File: config.mk
export PLATFORM = sky130hd
export DESIGN_NAME = iflc_flow_ctrl
export DESIGN_NICKNAME = d
export VERILOG_FILES = /design/src/inc/iflc_pkg.sv /design/src/hw/iflc_char_match.sv /design/src/hw/iflc_flow_ctrl.sv
export SDC_FILE = /design/constraint.sdc
export NUM_CORES = 1
export LEC_CHECK = 0
export ABC_AREA = 1
export CAP_MARGIN = 20
export CORE_MARGIN = 3
export CORE_UTILIZATION = 30
export DETAILED_ROUTE_END_ITERATION = 6
export DONT_BUFFER_PORTS = 1
export GPL_TIMING_DRIVEN = 0
export PLACE_DENSITY = 0.4
export SYNTH_ARGS = -nofsm -noshare
export SYNTH_HDL_FRONTEND = slang
export SYNTH_SLANG_ARGS = --single-unit
File: constraint.sdc
create_clock -name i_mclk -period 1.4 [get_ports i_mclk]
set_input_delay 0.14 -clock i_mclk [delete_from_list [all_inputs] [get_ports i_mclk]]
set_output_delay 0.14 -clock i_mclk [all_outputs]
set_load 0.05 [all_outputs]
File: src/inc/iflc_pkg.sv
// Package of constants for the in-band flow control block.
package iflc_pkg;
   // Register indices on the plain register port.
   localparam logic [3:0] ADDR_MODE0 = 4'h0;
   localparam logic [3:0] ADDR_FLOW_MODE = 4'h1;
   localparam logic [3:0] ADDR_RESUME_CHAR = 4'h2;
   localparam logic [3:0] ADDR_PAUSE_CHAR = 4'h3;
   localparam logic [3:0] ADDR_WAKE_CHAR = 4'h4;
   localparam logic [3:0] ADDR_FLOW_STATUS = 4'h5;
   localparam logic [3:0] ADDR_IRQ_STATUS = 4'h6;
   localparam logic [3:0] ADDR_IRQ_MASK = 4'h7;
   localparam logic [3:0] ADDR_COMMAND = 4'h8;
   // Field positions.
   localparam int MODE0_STRIP_FLOW_BIT = 7;
   localparam int MODE0_STRIP_WAKE_BIT = 6;
   localparam int MODE0_REC_EN_BIT = 0;
   localparam int FLOW_TRANSP_BIT = 7;
   localparam int FLOW_MODE_HI = 3;
   localparam int FLOW_MODE_LO = 2;
   localparam int IRQ_FLOW_BIT = 4;
   localparam int STAT_RESUME_SEEN_BIT = 7;
   localparam int STAT_PAUSE_SEEN_BIT = 6;
   localparam int STAT_TX_HELD_BIT = 5;
   localparam int STAT_PAUSE_OUT_BIT = 4;
   localparam int CMD_CODE_HI = 7;
   localparam int CMD_CODE_LO = 3;
   // Flow mode encodings.
   localparam logic [1:0] MODE_HOST = 2'h0;
   localparam logic [1:0] MODE_AUTO_TX = 2'h1;
   localparam logic [1:0] MODE_AUTO_RX = 2'h2;
   localparam logic [1:0] MODE_AUTO_BOTH = 2'h3;
   // Command codes in the upper command field.
   localparam logic [4:0] CMD_TX_RESET = 5'h03;
   localparam logic [4:0] CMD_HOLD_TX = 5'h12;
   localparam logic [4:0] CMD_SEND_RESUME = 5'h14;
   localparam logic [4:0] CMD_SEND_PAUSE = 5'h15;
   localparam logic [4:0] CMD_RELEASE_TX = 5'h16;
   localparam logic [4:0] CMD_CANCEL_SEND = 5'h17;
   // Transmitter enable field in the low command bits.
   localparam logic [1:0] CMD_TX_ENABLE = 2'h1;
   localparam logic [1:0] CMD_TX_DISABLE = 2'h2;
   // Reset values.
   localparam logic [7:0] RESUME_CHAR_RST = 8'h11;
   localparam logic [7:0] PAUSE_CHAR_RST = 8'h13;
   localparam logic [7:0] WAKE_CHAR_RST = 8'h00;
   localparam logic [7:0] REG_RST = 8'h00;
   // Receive fill thresholds.
   localparam int RX_HIGH_LEVEL = 240;
   localparam int RX_LOW_LEVEL = 16;
   localparam int RX_FILL_W = 9;
endpackage

File: src/hw/iflc_char_match.sv
// Comparator of a received character against the three programmed characters.
`timescale 1ns/10ps
module iflc_char_match #(
   parameter int WIDTH = 8
) (
   input wire logic [WIDTH-1:0] i_char,
   input wire logic [WIDTH-1:0] i_resume_char,
   input wire logic [WIDTH-1:0] i_pause_char,
   input wire logic [WIDTH-1:0] i_wake_char,
   output logic o_resume_hit,
   output logic o_pause_hit,
   output logic o_wake_hit
);
   initial begin
      if (WIDTH < 5 || WIDTH > 9) begin
         $error("iflc_char_match: unsupported character width");
      end
   end

   // Plain equality; a break arrives as a zero character and compares alike.
   function automatic logic same(input logic [WIDTH-1:0] a,
                                 input logic [WIDTH-1:0] b);
      return a == b;
   endfunction

   // The comparators run in every mode.
   assign o_resume_hit = same(i_char, i_resume_char);
   assign o_pause_hit = same(i_char, i_pause_char);
   assign o_wake_hit = same(i_char, i_wake_char);
endmodule // iflc_char_match

File: src/hw/iflc_flow_ctrl.sv
// In-band flow control and character stripping for one serial channel.
// Operation
// Strip recognized control characters, still act.
// Errored control characters are always stored.
// Mode field selects host, auto tx, rx.
// Transparency bit discards flow characters always; here only with recognition enabled and no error bit set.
// Compare against current resume/pause registers.
// Host hold stays until reset or release.
// Repeated send commands harmless; each cancels other.
// Auto tx: received pause stops transmitter.
// Received resume or reset restarts transmitter.
// Auto tx mode ignores transmitter commands.
// Held transmitter still lets its FIFO fill.
// Break zero character compares like data.
// No recognition or store without FIFO room.
// Errored flow characters still count as valid.
// Auto rx: pause above 240, resume below 16.
// Inserted character waits for current character.
// Drop pending character if condition vanishes.
// Track outstanding pause; mode 00 clears it.
// Cancel drops pending sends, not in auto.
// A started flow character is never aborted.
// Events only on recognition; comparators always run.
// Reset loads standard resume and pause characters.
// Event gated by mask bit 4, status bit 4.
// Reset disables recognition and its event.
// Reading flow status clears recognition bits.
// One pause per crossing; resume only if outstanding.
//
// Decided for this implementation: the plain strobed port and the placing of the registers.
`timescale 1ns/10ps
module iflc_flow_ctrl #(
   parameter int CHAR_W = 8,
   parameter int ERR_W = 3,
   parameter int FILL_W = iflc_pkg::RX_FILL_W
) (
   input wire logic i_mclk,
   input wire logic i_sys_rst,
   input wire logic i_soft_rst,
   input wire logic [3:0] i_addr,
   input wire logic [7:0] i_wdata,
   input wire logic i_wr,
   input wire logic i_rd,
   output logic [7:0] o_rdata,
   input wire logic i_rx_valid,
   input wire logic [CHAR_W-1:0] i_rx_char,
   input wire logic [ERR_W-1:0] i_rx_err,
   input wire logic i_rx_room,
   input wire logic [FILL_W-1:0] i_rx_fill,
   output logic o_rxf_wr,
   output logic [CHAR_W-1:0] o_rxf_data,
   output logic [ERR_W-1:0] o_rxf_err,
   output logic o_tx_halt,
   output logic o_tx_enable,
   output logic o_tx_reset,
   output logic o_fc_req,
   output logic [CHAR_W-1:0] o_fc_char,
   input wire logic i_fc_take,
   output logic o_flow_irq
);
   initial begin
      if (CHAR_W != 8 || ERR_W < 1 || FILL_W < 9) begin
         $error("iflc_flow_ctrl: unsupported parameter values");
      end
   end

   localparam logic [FILL_W-1:0] HIGH_LVL =
      FILL_W'(iflc_pkg::RX_HIGH_LEVEL);
   localparam logic [FILL_W-1:0] LOW_LVL =
      FILL_W'(iflc_pkg::RX_LOW_LEVEL);

   logic rst, irq_mask, resume_seen, pause_seen, auto_hold, host_hold;
   logic pend_resume, pend_pause, pause_out, hit_resume, hit_pause;
   logic hit_wake, auto_tx, auto_rx, rec_en, accept, flow_hit, strip;
   logic cmd_wr, tx_cmd_ok, stat_rd, above_high, below_low;
   logic take_pause, take_resume;
   logic [7:0] mode0, flow_mode, resume_char, pause_char, wake_char;
   logic [1:0] mode;
   logic [4:0] cmd_code;

   // Both resets act alike; the software reset comes from this clock domain.
   assign rst = i_sys_rst | i_soft_rst;

   // Decode of the mode field and of the commands.
   assign mode = flow_mode[iflc_pkg::FLOW_MODE_HI:iflc_pkg::FLOW_MODE_LO];
   assign auto_tx = (mode == iflc_pkg::MODE_AUTO_TX) ||
                    (mode == iflc_pkg::MODE_AUTO_BOTH);
   assign auto_rx = (mode == iflc_pkg::MODE_AUTO_RX) ||
                    (mode == iflc_pkg::MODE_AUTO_BOTH);
   assign rec_en = mode0[iflc_pkg::MODE0_REC_EN_BIT];
   assign cmd_wr = i_wr && (i_addr == iflc_pkg::ADDR_COMMAND);
   assign cmd_code = i_wdata[iflc_pkg::CMD_CODE_HI:iflc_pkg::CMD_CODE_LO];
   assign tx_cmd_ok = cmd_wr && !auto_tx;
   assign stat_rd = i_rd && (i_addr == iflc_pkg::ADDR_FLOW_STATUS);
   assign above_high = i_rx_fill > HIGH_LVL;
   assign below_low = i_rx_fill < LOW_LVL;
   assign take_pause = i_fc_take && pend_pause;
   assign take_resume = i_fc_take && !pend_pause && pend_resume;

   // The comparators see every received character, breaks included.
   iflc_char_match #(
      .WIDTH(CHAR_W)
   ) u_match (
      .i_char(i_rx_char),
      .i_resume_char(resume_char),
      .i_pause_char(pause_char),
      .i_wake_char(wake_char),
      .o_resume_hit(hit_resume),
      .o_pause_hit(hit_pause),
      .o_wake_hit(hit_wake)
   );

   // A character counts only when the receive FIFO has room for it.
   assign accept = i_rx_valid && i_rx_room;
   assign flow_hit = rec_en && accept && (hit_resume || hit_pause);

   // Stripping drops flow or wake characters, with recognition enabled, unless an error bit is set.
   always_comb begin
      strip = 1'b0;
      if (rec_en && (i_rx_err == '0)) begin
         if (hit_resume || hit_pause) begin
            strip = mode0[iflc_pkg::MODE0_STRIP_FLOW_BIT] ||
                    flow_mode[iflc_pkg::FLOW_TRANSP_BIT];
         end
         if (hit_wake && mode0[iflc_pkg::MODE0_STRIP_WAKE_BIT]) begin
            strip = 1'b1;
         end
      end
   end

   // Write port of the receive FIFO, one flop stage behind the receiver.
   always_ff @(posedge i_mclk) begin
      if (rst) begin
         o_rxf_wr <= 1'b0;
         o_rxf_data <= '0;
         o_rxf_err <= '0;
      end else begin
         o_rxf_wr <= accept && !strip;
         o_rxf_data <= i_rx_char;
         o_rxf_err <= i_rx_err;
      end
   end

   // Configuration registers written by software.
   always_ff @(posedge i_mclk) begin
      if (rst) begin
         mode0 <= iflc_pkg::REG_RST;
         flow_mode <= iflc_pkg::REG_RST;
         resume_char <= iflc_pkg::RESUME_CHAR_RST;
         pause_char <= iflc_pkg::PAUSE_CHAR_RST;
         wake_char <= iflc_pkg::WAKE_CHAR_RST;
         irq_mask <= 1'b0;
      end else if (i_wr) begin
         unique case (i_addr)
            iflc_pkg::ADDR_MODE0: mode0 <= i_wdata;
            iflc_pkg::ADDR_FLOW_MODE: flow_mode <= i_wdata;
            iflc_pkg::ADDR_RESUME_CHAR: resume_char <= i_wdata;
            iflc_pkg::ADDR_PAUSE_CHAR: pause_char <= i_wdata;
            iflc_pkg::ADDR_WAKE_CHAR: wake_char <= i_wdata;
            iflc_pkg::ADDR_IRQ_MASK: begin
               irq_mask <= i_wdata[iflc_pkg::IRQ_FLOW_BIT];
            end
            default: begin
            end
         endcase
      end
   end

   // Sticky recognition flags; a new hit wins over the clearing read.
   always_ff @(posedge i_mclk) begin
      if (rst) begin
         resume_seen <= 1'b0;
         pause_seen <= 1'b0;
      end else begin
         if (flow_hit && hit_resume) begin
            resume_seen <= 1'b1;
         end else if (stat_rd) begin
            resume_seen <= 1'b0;
         end
         if (flow_hit && hit_pause) begin
            pause_seen <= 1'b1;
         end else if (stat_rd) begin
            pause_seen <= 1'b0;
         end
      end
   end

   // Event to the interrupt arbiter, only from recognition.
   assign o_flow_irq = (resume_seen || pause_seen) && irq_mask;

   // Automatic hold: a recognized pause stops in auto transmit mode, a recognized resume restarts, stored or stripped.
   always_ff @(posedge i_mclk) begin
      if (rst) begin
         auto_hold <= 1'b0;
      end else if (flow_hit && hit_pause && auto_tx) begin
         auto_hold <= 1'b1;
      end else if (flow_hit && hit_resume) begin
         auto_hold <= 1'b0;
      end
   end

   // Host hold ends only by reset or the release command.
   always_ff @(posedge i_mclk) begin
      if (rst) begin
         host_hold <= 1'b0;
      end else if (cmd_wr && mode == iflc_pkg::MODE_HOST) begin
         if (cmd_code == iflc_pkg::CMD_HOLD_TX) begin
            host_hold <= 1'b1;
         end else if (cmd_code == iflc_pkg::CMD_RELEASE_TX) begin
            host_hold <= 1'b0;
         end
      end
   end

   // The transmitter finishes its current character, then idles.
   assign o_tx_halt = auto_hold || host_hold;

   // Transmitter enable and reset, refused in auto transmit mode.
   always_ff @(posedge i_mclk) begin
      if (rst) begin
         o_tx_enable <= 1'b0;
         o_tx_reset <= 1'b0;
      end else begin
         o_tx_reset <= tx_cmd_ok &&
                       (cmd_code == iflc_pkg::CMD_TX_RESET);
         if (tx_cmd_ok && i_wdata[1:0] == iflc_pkg::CMD_TX_ENABLE) begin
            o_tx_enable <= 1'b1;
         end else if (tx_cmd_ok &&
                      i_wdata[1:0] == iflc_pkg::CMD_TX_DISABLE) begin
            o_tx_enable <= 1'b0;
         end
      end
   end

   // Pending pause character: commands or the upper fill threshold.
   always_ff @(posedge i_mclk) begin
      if (rst) begin
         pend_pause <= 1'b0;
      end else if (take_pause) begin
         pend_pause <= 1'b0;
      end else if (auto_rx) begin
         if (above_high && !pause_out) begin
            pend_pause <= 1'b1;
         end else if (!above_high) begin
            pend_pause <= 1'b0;
         end
      end else if (tx_cmd_ok) begin
         if (cmd_code == iflc_pkg::CMD_SEND_PAUSE) begin
            pend_pause <= 1'b1;
         end else if (cmd_code == iflc_pkg::CMD_SEND_RESUME ||
                      cmd_code == iflc_pkg::CMD_TX_RESET) begin
            pend_pause <= 1'b0;
         end else if (cmd_code == iflc_pkg::CMD_CANCEL_SEND) begin
            pend_pause <= 1'b0;
         end
      end
   end

   // Pending resume character: commands or the lower fill threshold.
   always_ff @(posedge i_mclk) begin
      if (rst) begin
         pend_resume <= 1'b0;
      end else if (take_resume) begin
         pend_resume <= 1'b0;
      end else if (auto_rx) begin
         if (below_low && pause_out) begin
            pend_resume <= 1'b1;
         end else if (!below_low) begin
            pend_resume <= 1'b0;
         end
      end else if (tx_cmd_ok) begin
         if (cmd_code == iflc_pkg::CMD_SEND_RESUME) begin
            pend_resume <= 1'b1;
         end else if (cmd_code == iflc_pkg::CMD_SEND_PAUSE ||
                      cmd_code == iflc_pkg::CMD_TX_RESET) begin
            pend_resume <= 1'b0;
         end else if (cmd_code == iflc_pkg::CMD_CANCEL_SEND) begin
            pend_resume <= 1'b0;
         end
      end
   end

   // Outstanding pause tracking; writing host mode clears it.
   // A pause taken in the same cycle as that write still counts.
   always_ff @(posedge i_mclk) begin
      if (rst) begin
         pause_out <= 1'b0;
      end else if (take_pause) begin
         pause_out <= 1'b1;
      end else if (i_wr && i_addr == iflc_pkg::ADDR_FLOW_MODE &&
                   i_wdata[iflc_pkg::FLOW_MODE_HI:iflc_pkg::FLOW_MODE_LO] ==
                   iflc_pkg::MODE_HOST) begin
         pause_out <= 1'b0;
      end else if (take_resume) begin
         pause_out <= 1'b0;
      end
   end

   // Insertion request; the transmitter takes it between characters.
   assign o_fc_req = pend_pause || pend_resume;
   assign o_fc_char = pend_pause ? pause_char : resume_char;

   // Read port: data stand in the cycle after the read strobe only.
   always_ff @(posedge i_mclk) begin
      if (rst || !i_rd) begin
         o_rdata <= 8'h00;
      end else begin
         unique case (i_addr)
            iflc_pkg::ADDR_MODE0: o_rdata <= mode0;
            iflc_pkg::ADDR_FLOW_MODE: o_rdata <= flow_mode;
            iflc_pkg::ADDR_RESUME_CHAR: o_rdata <= resume_char;
            iflc_pkg::ADDR_PAUSE_CHAR: o_rdata <= pause_char;
            iflc_pkg::ADDR_WAKE_CHAR: o_rdata <= wake_char;
            iflc_pkg::ADDR_FLOW_STATUS: begin
               o_rdata <= {resume_seen, pause_seen, o_tx_halt, pause_out,
                           4'h0};
            end
            iflc_pkg::ADDR_IRQ_STATUS: begin
               o_rdata <= {3'h0, resume_seen || pause_seen, 4'h0};
            end
            iflc_pkg::ADDR_IRQ_MASK: o_rdata <= {3'h0, irq_mask, 4'h0};
            default: o_rdata <= 8'h00;
         endcase
      end
   end
endmodule // iflc_flow_ctrl

After elaboration in Yosys (flattened, before gate mapping):

Index checks and enable logic that the tools add are counted.

* $lt $le $gt $ge: 2
* bitwise operators: 1
* reduce and logical (&&, ||, !) cells: 63
* muxes and demuxes: 30
* eq/ne operators: 24

Operators with widths (count)
* 8-bit one-hot mux with 8 select lines: 1
* 1-bit two-way mux: 28
* 5-bit equality test (second input constant): 5
* 8-bit equality test: 3
* 1-bit logical AND: 24
* 4-bit by 3-bit equality test with 1-bit output (second input constant): 4
* 2-bit AND reduction: 7
* 2-bit nonzero test: 6
* 1-bit logical OR: 10
* 9-bit by 8-bit greater-than comparator with 1-bit output (second input constant): 1
* 9-bit by 5-bit < comparator with 1-bit output (second input constant): 1
* 4-bit by 2-bit equality test with 1-bit output (second input constant): 2
* 8-bit two-way mux: 1
* 4-bit nonzero test: 2
* 2-bit equality test (second input constant): 3
* 3-bit by 2-bit != test with 1-bit output (second input constant): 2
* 3-bit AND reduction: 2
* 5-bit by 2-bit equality test with 1-bit output (second input constant): 1
* 1-bit zero test: 5
* 2-bit by 1-bit equality test with 1-bit output (second input constant): 2
* 4-bit by 1-bit equality test with 1-bit output (second input constant): 1
* 4-bit equality test (second input constant): 1
* 2-bit zero test: 2
* 4-bit zero test: 1
* 4 further kinds: 5

* input port bits: 40
* flip-flop bits (word level): 70
* output and inout port bits: 33
* logic and storage cells: 139

Longest topological paths before layout:

Gate-level depths: netlist (run 1).

* depth in word-level cells: 7
* depth in mapped cells: 10
* gate-level depth less buffers: 10

By module:

A second synthesis (run 1) with hierarchy kept.

* cell total of the unflattened synthesis: 534
* area total of the unflattened synthesis: 3534.6 µm²

Modules (own cells, without submodules)
* iflc_flow_ctrl: cells each 409, seq. area each 1401.3 µm², instances 1, area an instance 3065.4 µm²
* iflc_char_match: cells each 125, seq. area each 0.0 µm², instances 1, area an instance 469.2 µm²

Worst setup path before layout (run 1):

OpenSTA, ideal clock, no wires.

* path type: register to output
* from: register pend_pause
* to: output port o_fc_char[5]
* stages on the path, launching flop included: 4
* path buffers: 2
* required time: 1260 ps
* path slack: -488 ps
* arrival time: 1748 ps
* cell sequence: dfxtp_1 clkbuf_1 clkbuf_1 o21ai_0

* longest elaborated chain between the ends: 1

RTL lines
* start: declaration: line iflc_flow_ctrl.sv:73 `logic pend_resume, pend_pause, pause_out, hit_resume, hit_pause;`
* start signal: assignment: line iflc_flow_ctrl.sv:238 `pend_pause <= 1'b0;`
* start signal: assignment: line iflc_flow_ctrl.sv:240 `pend_pause <= 1'b0;`
* start signal: assignment: line iflc_flow_ctrl.sv:243 `pend_pause <= 1'b1;`
* 8-bit two-way mux: line iflc_flow_ctrl.sv:301 `assign o_fc_char = pend_pause ? pause_char : resume_char;`
* end: declaration: line iflc_flow_ctrl.sv:57 `output logic [CHAR_W-1:0] o_fc_char,`

No other way between the ends.

Final worst setup path (run 1):

* from: register pend_pause
* to: output port o_fc_char[6]

Same word-level chain as after synthesis.

==> impl_metrics.json, run 1 <==
{
  "r2r_end": "o_rdata[5]$_SDFF_PP0_",
  "die_area_sq_um": 12400,
  "core_region_area_sq_um": 10600,
  "power_mw": 4.13,
  "p_leak_nw": 1.55,
  "viasPerCell": 4.98,
  "vias": 3187,
  "synthAdderAreaFrac_pct": 0,
  "grt_pass1_wl_microns": 18300,
  "ctsLongestPathBuffers": 2,
  "worst_pin_slew_ns": 0.624,
  "clockRootBuffer": "clkbuf_8",
  "drv_cap": 0,
  "numCtsBuffers": 9,
  "n_antenna_cell": 0,
  "synth_compound_gate_area_share_pct": 21.1,
  "crit_arrival_ns": 1.36,
  "r2r_slack_ns": 0.10,
  "grt_setup_unrepaired": "true",
  "first_pass_iters": 5,
  "drtAntennaViolNets": 0,
  "critPathRequiredTime_ns": 1.26,
  "violations": "setup timing",
  "yosys.area_share.simple_pct": 24.3,
  "hold_path.class": "in -> reg",
  "fin_ws_ns": -0.0956,
  "io-pin-count": 73,
  "die_w_microns": 111,
  "cts.sinks": 70,
  "initial_core_util_pct": 31.6,
  "muxShareOfSynthArea_pct": 0,
  "gp_congestion": 0.824,
  "clk_latency_ns": 0.35,
  "irDropWorstVdd_uv": 445,
  "synth_edf_count": 0,
  "power.density_nw_per_um2": 996,
  "netlist_top_cells_area": "dfxtp_1 (42%), nand2_1 (9.9%), o21ai_0 (7.7%), a21oi_1 (7.5%), inv_1 (7.3%)",
  "area_growth_syn_to_layout_pct": 24.3,
  "crit_fanout": 6,
  "synth_top_area_share_pct": 42.0,
  "die_y_microns": 111,
  "syn_inst": 464,
  "drc": 0,
  "yosysUniqueCellTypes": 37,
  "detailed_place_hpwl_microns": 8810,
  "hold_viol": 0,
  "post-route-min-period_ns": 1.50,
  "grt-ovfl-total": 0,
  "rr_startpoint": "host_hold$_SDFFE_PP0P_",
  "post_drt_wl_per_cell_microns": 18.7,
  "setup.worst_path.end": "o_fc_char[6]",
  "hold_ws_ns": 0.00669,
  "rr_worst_depth": 5,
  "synth_top_family_by_area": "simple AND/OR/NAND/NOR gates",
  "htreeDepth": 3,
  "syn_nets": 504,
  "cts_tree": "done",
  "setup_viol": 4,
  "critPathCaptureType": "output pin",
  "synthArstFlopShare_pct": 0,
  "syn_area_per_cell_sq_um": 7.19,
  "final.setup_skew_ns": 0.0168,
  "critical_path.startpoint": "pend_pause$_SDFFE_PP0P_",
  "synth_xor_area_share_pct": 2.63,
  "gr-usage-all-layers_pct": 19.2,
  "clk_pin_slew_ns": 0.08,
  "wl_microns": 12000,
  "max_freq_mhz": 669,
  "rows": 37,
  "yosys_warnings": 0,
  "yosys.cell_count.top_type": "nand2_1",
  "grt_max_degree": 13,
  "synth_ff_type": "dfxtp_1",
  "hold_start": "i_wdata[2]",
  "grt_pass1_vias": 3112,
  "ys_seq_area_share_pct": 42.0,
  "port_buffers": 0,
  "max-slew-margin-rel_pct": 58.2,
  "critPathLaunchType": "register",
  "finalMaxSlewViolations": 0,
  "yosys.area.top_type": "dfxtp_1",
  "layout.nets": 539,
  "finalCritPeriodShare_pct": 107,
  "ys_ff_latch": 70,
  "antenna_found_initial": 0,
  "worstSetupPathType": "reg -> out",
  "drive_gt1_share_pct": 14.7,
  "synthTopCellsByCount": "nand2_1 (88), dfxtp_1 (70), inv_1 (65)",
  "status": "finished, violations left",
  "drt_iter0_drc": 190,
  "finalSetupTns_ns": -0.267,
  "synth_area_sq_um": 3330
}
flip-flops by register name, summed over array words and instances (netlist names):
| name | flops |
|---|---|
| o_rxf_wr | 1 |
| o_rxf_data | 8 |
| pause_out | 1 |
| irq_mask | 1 |
| pause_char | 8 |
| resume_char | 8 |
| wake_char | 8 |
| resume_seen | 1 |
| auto_hold | 1 |
| o_tx_enable | 1 |
| mode0 | 8 |
| pend_pause | 1 |
| pend_resume | 1 |
| flow_mode | 8 |
| o_rdata | 8 |
| o_tx_reset | 1 |
| o_rxf_err | 3 |
| host_hold | 1 |
| pause_seen | 1 |
layout make-up:
class	count	area, sq um
fillers	1117	6410
multi-input cells	310	1750
flip-flops and latches	70	1410
repair buffers	25	272
inverters	71	267
well taps	136	170
clock buffers	11	141
plain buffers	12	82.6
clock inverters	5	58.8
worst min-delay path by stage:
stage / end / cells past startpoint
detailed placement: o_rxf_err[1]$_SDFF_PP0_ / 2
finish: mode0[2]$_SDFFE_PP0P_ / 2
floorplan: o_rxf_err[0]$_SDFF_PP0_ / 2
global placement: o_rxf_err[2]$_SDFF_PP0_ / 2
CTS: flow_mode[2]$_SDFFE_PP0P_ / 2
global route: wake_char[5]$_SDFFE_PP0P_ / 2
routing by layer:
metal / share of wire (%) / vias up / global-route usage (%)
met5: 0 / - / 0
met4: 0.62 / 0 / 5.19
met2: 47 / 82 / 30.6
met3: 4.7 / 4 / 3.53
li1: - / 1594 / -
met1: 48 / 1507 / 26.6
where the power goes:
| part | switching [mW] | internal [mW] |
|---|---|---|
| registers | 0.0632 | 2.01 |
| clock network | 0.838 | 0.874 |
| logic | 0.223 | 0.121 |
| total | 1.12 | 3.01 |
stage by stage:
stage / worst slack (ns) / instances / instance area, sq um / utilization (%)
2_1_floorplan: -0.132 / 464 / 3330 / -
3_3_place_gp: -0.729 / 600 / 3500 / 33.2
3_5_place_dp: -0.701 / 600 / 3500 / 33.2
4_1_cts: -0.123 / 639 / 4090 / 38.7
5_1_grt: -0.120 / 640 / 4150 / 39.3
6_report: -0.0956 / 640 / 4150 / 39.3
kinds of logic (layout without fill, tap and decap cells):
logic type	after synthesis	count (layout)
AND/OR/NAND/NOR	169	169
flip-flops	70	70
AO/OA/AOI/OAI	131	131
XOR/XNOR	10	10
buffers and inverters	84	124
worst max-delay path, stage by stage, from the launching register on:
cell and delay, ns:
dfxtp_4 0.36, buf_12 0.14, clkbuf_16 0.16, o21ai_4 0.34
timing repair:
action | in CTS | in global routing
endpoints found under the setup margin | 14 | 13
gates cloned | 1 | 0
hold endpoints to repair | 35 | 0
setup buffers | 3 | 1
hold buffers | 20 | 0
pin swaps | 5 | 4
gates resized for setup | 30 | 15
cell usage in the layout (no fill, tap or decap), drive strengths merged:
cell         instances
o21ai               55
or2                  2
clkinvlp             2
clkbuf              18
xor2                 2
bufinv               1
a21oi               51
nand2               91
nor3                 6
a211oi               4
nor4                 2
o21bai               1
o22ai               13
dlygate4sd3         20
xnor2                8
nand4                7
nand3               16
inv                 70
dfxtp               70
o211ai               3
buf                 10
nor2                45
clkinv               3
a31oi                4
Note: power is estimated with default switching activity, not from simulation.
==> run 2: changes to the inputs <==
--- a/config.mk
+++ b/config.mk
@@ -5,7 +5,6 @@
 export SDC_FILE = /design/constraint.sdc
 export NUM_CORES = 1
 export LEC_CHECK = 0
-export ABC_AREA = 1
 export CAP_MARGIN = 20
 export CORE_MARGIN = 3
 export CORE_UTILIZATION = 30
==> run 2 against run 1 <==
The run still ends with setup timing left. Flip-flop and latch count is the same. Combinational power up 8.1%. Die area up 1.4%.
==> impl_metrics.json, run 2 <==
{
  "initial_core_util_pct": 30.9,
  "synth_top_family_by_area": "simple AND/OR/NAND/NOR gates",
  "post_drt_wl_per_cell_microns": 21.9,
  "r2r_slack_ns": 0,
  "syn_inst": 377,
  "viasPerCell": 5.23,
  "die_area_sq_um": 12600,
  "drt_iter0_drc": 149,
  "yosys.cell_count.top_type": "dfxtp_1",
  "hold_path.class": "in -> reg",
  "crit_fanout": 9,
  "ctsLongestPathBuffers": 2,
  "finalMaxSlewViolations": 0,
  "hold_start": "i_fc_take",
  "detailed_place_hpwl_microns": 8580,
  "drive_gt1_share_pct": 21.2,
  "htreeDepth": 3,
  "post-route-min-period_ns": 1.42,
  "yosys_warnings": 0,
  "io-pin-count": 73,
  "max-slew-margin-rel_pct": 52.4,
  "synth_ff_type": "dfxtp_1",
  "synth_xor_area_share_pct": 6.21,
  "rr_worst_depth": 5,
  "power.density_nw_per_um2": 1190,
  "pre_cts_ws_ns": -0.418,
  "syn_area_per_cell_sq_um": 8.97,
  "worstSetupPathType": "reg -> out",
  "r2r_end": "pend_pause$_SDFFE_PP0P_",
  "synthArstFlopShare_pct": 0,
  "grt_max_degree": 13,
  "numCtsBuffers": 9,
  "hold_viol": 0,
  "dp_cells": 517,
  "fin_ws_ns": -0.0166,
  "drv_cap": 0,
  "yosysUniqueCellTypes": 51,
  "core_region_area_sq_um": 10900,
  "drtAntennaViolNets": 0,
  "layout_commonest_cell": "dfxtp_1",
  "status": "finished, violations left",
  "critPathCaptureType": "output pin",
  "grt_pass1_vias": 3028,
  "irDropWorstVdd_uv": 568,
  "vias": 2922,
  "muxShareOfSynthArea_pct": 15.8,
  "yosys.area_share.simple_pct": 21.8,
  "synthAdderAreaFrac_pct": 0,
  "ys_seq_area_share_pct": 41.4,
  "gp_congestion": 0.868,
  "n_antenna_cell": 0,
  "finalCritPeriodShare_pct": 101,
  "layout.nets": 454,
  "port_buffers": 0,
  "max_freq_mhz": 706,
  "rows": 38,
  "gr-usage-all-layers_pct": 20.0,
  "hold_depth": 2,
  "syn_nets": 417,
  "grt_setup_unrepaired": "true",
  "ys_ff_latch": 70,
  "cts_tree": "done",
  "critPathRequiredTime_ns": 1.26,
  "violations": "setup timing",
  "grt-ovfl-total": 0,
  "power_mw": 5.13,
  "clk_pin_slew_ns": 0.06,
  "final_cell_mix": "dfxtp_1 (62), nor2_1 (52), mux2i_1 (31)",
  "drc": 0,
  "cts.sinks": 70,
  "yosys.area.top_type": "dfxtp_1",
  "setup_viol": 7,
  "critPathLaunchType": "register",
  "first_pass_iters": 4,
  "hold_ws_ns": 0.0122,
  "clockRootBuffer": "clkbuf_16",
  "clk_latency_ns": 0.34,
  "crit_arrival_ns": 1.28,
  "worst_pin_slew_ns": 0.714,
  "die_y_microns": 112,
  "grt_pass1_wl_microns": 18700,
  "final_cell_count_no_fill": 559,
  "p_leak_nw": 1.64,
  "wl_microns": 12300,
  "final.setup_skew_ns": 0.00552,
  "antenna_found_initial": 0,
  "synthTopCellsByCount": "dfxtp_1 (70), nor2_1 (52), mux2i_1 (31)",
  "rr_startpoint": "flow_mode[2]$_SDFFE_PP0P_",
  "netlist_top_cells_area": "dfxtp_1 (41%), mux2i_1 (9.2%), mux2_2 (6.0%), nor2_1 (5.8%), a21oi_1 (4.0%)",
  "area_growth_syn_to_layout_pct": 27.9,
  "die_w_microns": 112,
  "synth_top_area_share_pct": 41.4,
  "synth_compound_gate_area_share_pct": 10.5,
  "synth_edf_count": 0,
  "synth_area_sq_um": 3380,
  "whs_endpoint": "pause_out$_SDFFE_PP0P_"
}
## run 2: how the worst max path moves through the flow
stage / startpoint / slack (ns) / cells past startpoint / end
2_1_floorplan: host_hold$_SDFFE_PP0P_ / 0.1 / 4 / o_rdata[5]$_SDFF_PP0_
5_1_grt: flow_mode[2]$_SDFFE_PP0P_ / -0.08 / 5 / pend_pause$_SDFFE_PP0P_
4_1_cts: pend_pause$_SDFFE_PP0P_ / -0.02 / 2 / o_fc_char[1]
3_3_place_gp: mode0[0]$_SDFFE_PP0P_ / -0.50 / 4 / o_rxf_wr$_SDFF_PP0_
6_report: pend_pause$_SDFFE_PP0P_ / -0.02 / 2 / o_fc_char[1]
3_5_place_dp: mode0[0]$_SDFFE_PP0P_ / -0.42 / 4 / o_rxf_wr$_SDFF_PP0_
## run 2: layer usage
metal / part of all wire (%) / vias up / GRT usage [%]
met2: 49 / 85 / 33.8
met5: 0 / - / 0
li1: - / 1410 / -
met1: 44 / 1411 / 25.6
met3: 4.9 / 16 / 3.72
met4: 1.6 / 0 / 7.29
## run 2: through the flow
step | TNS, ns | utilization, % | area [sq um]
after floorplan | 0 | - | 3380
after global placement | -3.83 | 32.5 | 3560
after detailed placement | -3.76 | 32.5 | 3560
after CTS | -0.144 | 38.9 | 4260
after global routing | -0.505 | 39.6 | 4330
final | -0.101 | 39.6 | 4330
## run 2: report_power, final
| part | switching, mW | leakage, nW | internal (mW) |
|---|---|---|---|
| clock | 0.910 | 0.172 | 1.79 |
| combinational | 0.227 | 0.897 | 0.145 |
| sequential | 0.0610 | 0.570 | 2.01 |
| total | 1.20 | 1.64 | 3.94 |
## run 2: cells by family after synthesis
kind of cell / count (synthesis)
AOI/OAI and AO/OA: 59
buffers and inverters: 28
DFF: 70
muxes: 50
xor gates and xnor gates: 24
and+or+nand+nor: 146
## run 2: area by class of cell
| class | count | area, sq um |
|---|---|---|
| Clock inverter | 6 | 109 |
| Multi-Input combinational cell | 279 | 1990 |
| Sequential cell | 70 | 1420 |
| Tap cell | 140 | 175 |
| Inverter | 4 | 15.0 |
| Clock buffer | 10 | 239 |
| Timing Repair Buffer | 26 | 240 |
| Fill cell | 1122 | 6610 |
| Buffer | 24 | 143 |
## run 2: timing repair
action,4_1_cts,5_1_grt
setup endpoints to repair,13,16
hold buffers,16,2
pin swaps,11,8
cloned,0,0
hold endpoints to repair,32,1
setup buffers,8,0
gates resized for setup,34,11
## run 2: critical path: stages, from the launching register on
cell and delay [ns]:
dfxtp_4 0.38, buf_12 0.15, mux2_4 0.39
==> run 3: changes to the inputs <==
==> constraint.sdc (replaced) <==
create_clock -name i_mclk -period 1.4 [get_ports i_mclk]
set_input_delay 0.28 -clock i_mclk [delete_from_list [all_inputs] [get_ports i_mclk]]
set_output_delay 0.28 -clock i_mclk [all_outputs]
set_load 0.05 [all_outputs]
==> run 3 against run 2 <==
The run still ends with setup timing left. Non-clock buffer count shrank 17. Setup slack lost 0.12 ns. Count of clock-buffer cells in the layout grew 1. Power grew 3.4%. Critical endpoint is now o_fc_char[4]. Highest routed layer unchanged.
==> impl_metrics.json, run 3 (synthesized netlist as in run 2, its figures left out) <==
{
  "status": "finished, violations left",
  "violations": "setup timing",
  "grt_pass1_vias": 2872,
  "grt_pass1_wl_microns": 17900,
  "crit_arrival_ns": 1.26,
  "post-route-min-period_ns": 1.54,
  "numCtsBuffers": 9,
  "gp_congestion": 0.860,
  "max_freq_mhz": 649,
  "layout.nets": 437,
  "worst_pin_slew_ns": 0.745,
  "die_y_microns": 112,
  "wl_microns": 11900,
  "grt_max_degree": 13,
  "clk_pin_slew_ns": 0.06,
  "finalCritPeriodShare_pct": 110,
  "pwr-share-comb_pct": 6.0,
  "grt-ovfl-total": 0,
  "nFillCells": 1139,
  "final_cell_mix": "dfxtp_1 (63), nor2_1 (52), mux2i_1 (31)",
  "rows": 38,
  "post_drt_wl_per_cell_microns": 21.9,
  "ctsLongestPathBuffers": 2,
  "setup_viol": 10,
  "crit_fanout": 9,
  "power.density_nw_per_um2": 1270,
  "p_clk_share_pct": 55.0,
  "first_pass_iters": 4,
  "seqPwrFrac_pct": 39.0,
  "antenna_found_initial": 0,
  "p_int_mw": 4.14,
  "final.setup_skew_ns": 0.00464,
  "viasPerCell": 5.19,
  "max-slew-margin-rel_pct": 50.3,
  "n_antenna_cell": 0,
  "worstSetupPathType": "reg -> out",
  "cts.sinks": 70,
  "critPathLaunchType": "register",
  "drt_iter0_drc": 155,
  "vias": 2815,
  "cts_tree": "done",
  "pre_cts_ws_ns": -0.434,
  "hold_viol": 0,
  "initial_core_util_pct": 30.9,
  "grt_setup_unrepaired": "true",
  "io-pin-count": 73,
  "power_mw": 5.31,
  "drive_gt1_share_pct": 23.4,
  "power_switching_mw": 1.17,
  "hold_path.class": "in -> reg",
  "clockRootBuffer": "clkbuf_16",
  "critPathCaptureType": "output pin",
  "die_w_microns": 112,
  "gr-usage-all-layers_pct": 19.2,
  "htreeDepth": 3,
  "switching_share_pct": 22.0,
  "clk_latency_ns": 0.34,
  "drc": 0,
  "fin_ws_ns": -0.141,
  "core_region_area_sq_um": 10900,
  "p_leak_nw": 1.59,
  "drv_cap": 0,
  "layout_commonest_cell": "dfxtp_1",
  "critPathRequiredTime_ns": 1.12,
  "detailed_place_hpwl_microns": 8610,
  "die_area_sq_um": 12600,
  "area_growth_syn_to_layout_pct": 23.8,
  "drtAntennaViolNets": 0,
  "port_buffers": 0,
  "finalMaxSlewViolations": 0,
  "irDropWorstVdd_uv": 539
}
[run 3: layout make-up]
type / count / area, sq um / area share [%]
Multi-Input combinational cell: 279 / 1990 / 47.5
Sequential cell: 70 / 1420 / 33.8
Clock buffer: 11 / 253 / 6.03
Tap cell: 140 / 175 / 4.18
Buffer: 24 / 144 / 3.43
Clock inverter: 5 / 129 / 3.08
Timing Repair Buffer: 9 / 67.6 / 1.61
Inverter: 4 / 15.0 / 0.358
[run 3: worst max-delay path: stages, from the launching register on]
cell,delay [ns]
dfxtp_4,0.37
buf_12,0.15
mux2_4,0.40
[run 3: worst paths after layout]
path	slack, ns	cells after the start	to	from
min	0.06	1	o_rxf_err[2]$_SDFF_PP0_	i_rx_err[2]
max reg2reg	-0.03	5	auto_hold$_SDFFE_PP0P_	resume_char[6]$_SDFFE_PP0P_
max	-0.14	2	o_fc_char[4]	pend_pause$_SDFFE_PP0P_
min reg2reg	0.48	2	auto_hold$_SDFFE_PP0P_	auto_hold$_SDFFE_PP0P_
[run 3: power groups by stage]
stage                     registers (mW)  clock network [mW]  logic (mW)
after floorplan                     2.11                   0       0.209
after global placement              2.12                   0       0.303
after detailed placement            2.12                   0       0.302
after CTS                           2.07                2.97       0.310
after global routing                2.07                3.06       0.344
final                               2.07                2.92       0.319
[run 3: per-stage QoR]
step                util, %  cells  hold WS (ns)  area, sq um  TNS, ns
floorplan                 -    377         0.402         3380        0
global placement       32.6    517         0.403         3560    -8.32
detailed placement     32.6    517         0.405         3560    -8.37
CTS                    37.3    538        0.0509         4070    -1.27
global route           38.3    542        0.0550         4190    -1.52
finish                 38.3    542        0.0591         4190    -1.12
[run 3: timing repair]
action                                 in CTS  in global routing
buffers inserted                            5                  4
endpoints found under the hold margin       0                  0
setup endpoints to repair                  15                 18
gates resized for setup                    26                 21
hold buffers                                0                  0
pin swaps                                   7                 14
[run 3: metal layers]
metal | wire length [microns] | up-vias | global-route usage [%]
met1 | 5100 | 1333 | 25.0
met2 | 5600 | 95 | 30.8
met3 | 944 | 20 | 4.74
li1 | - | 1367 | -
met5 | 0 | - | 0
met4 | 257 | 0 | 7.21
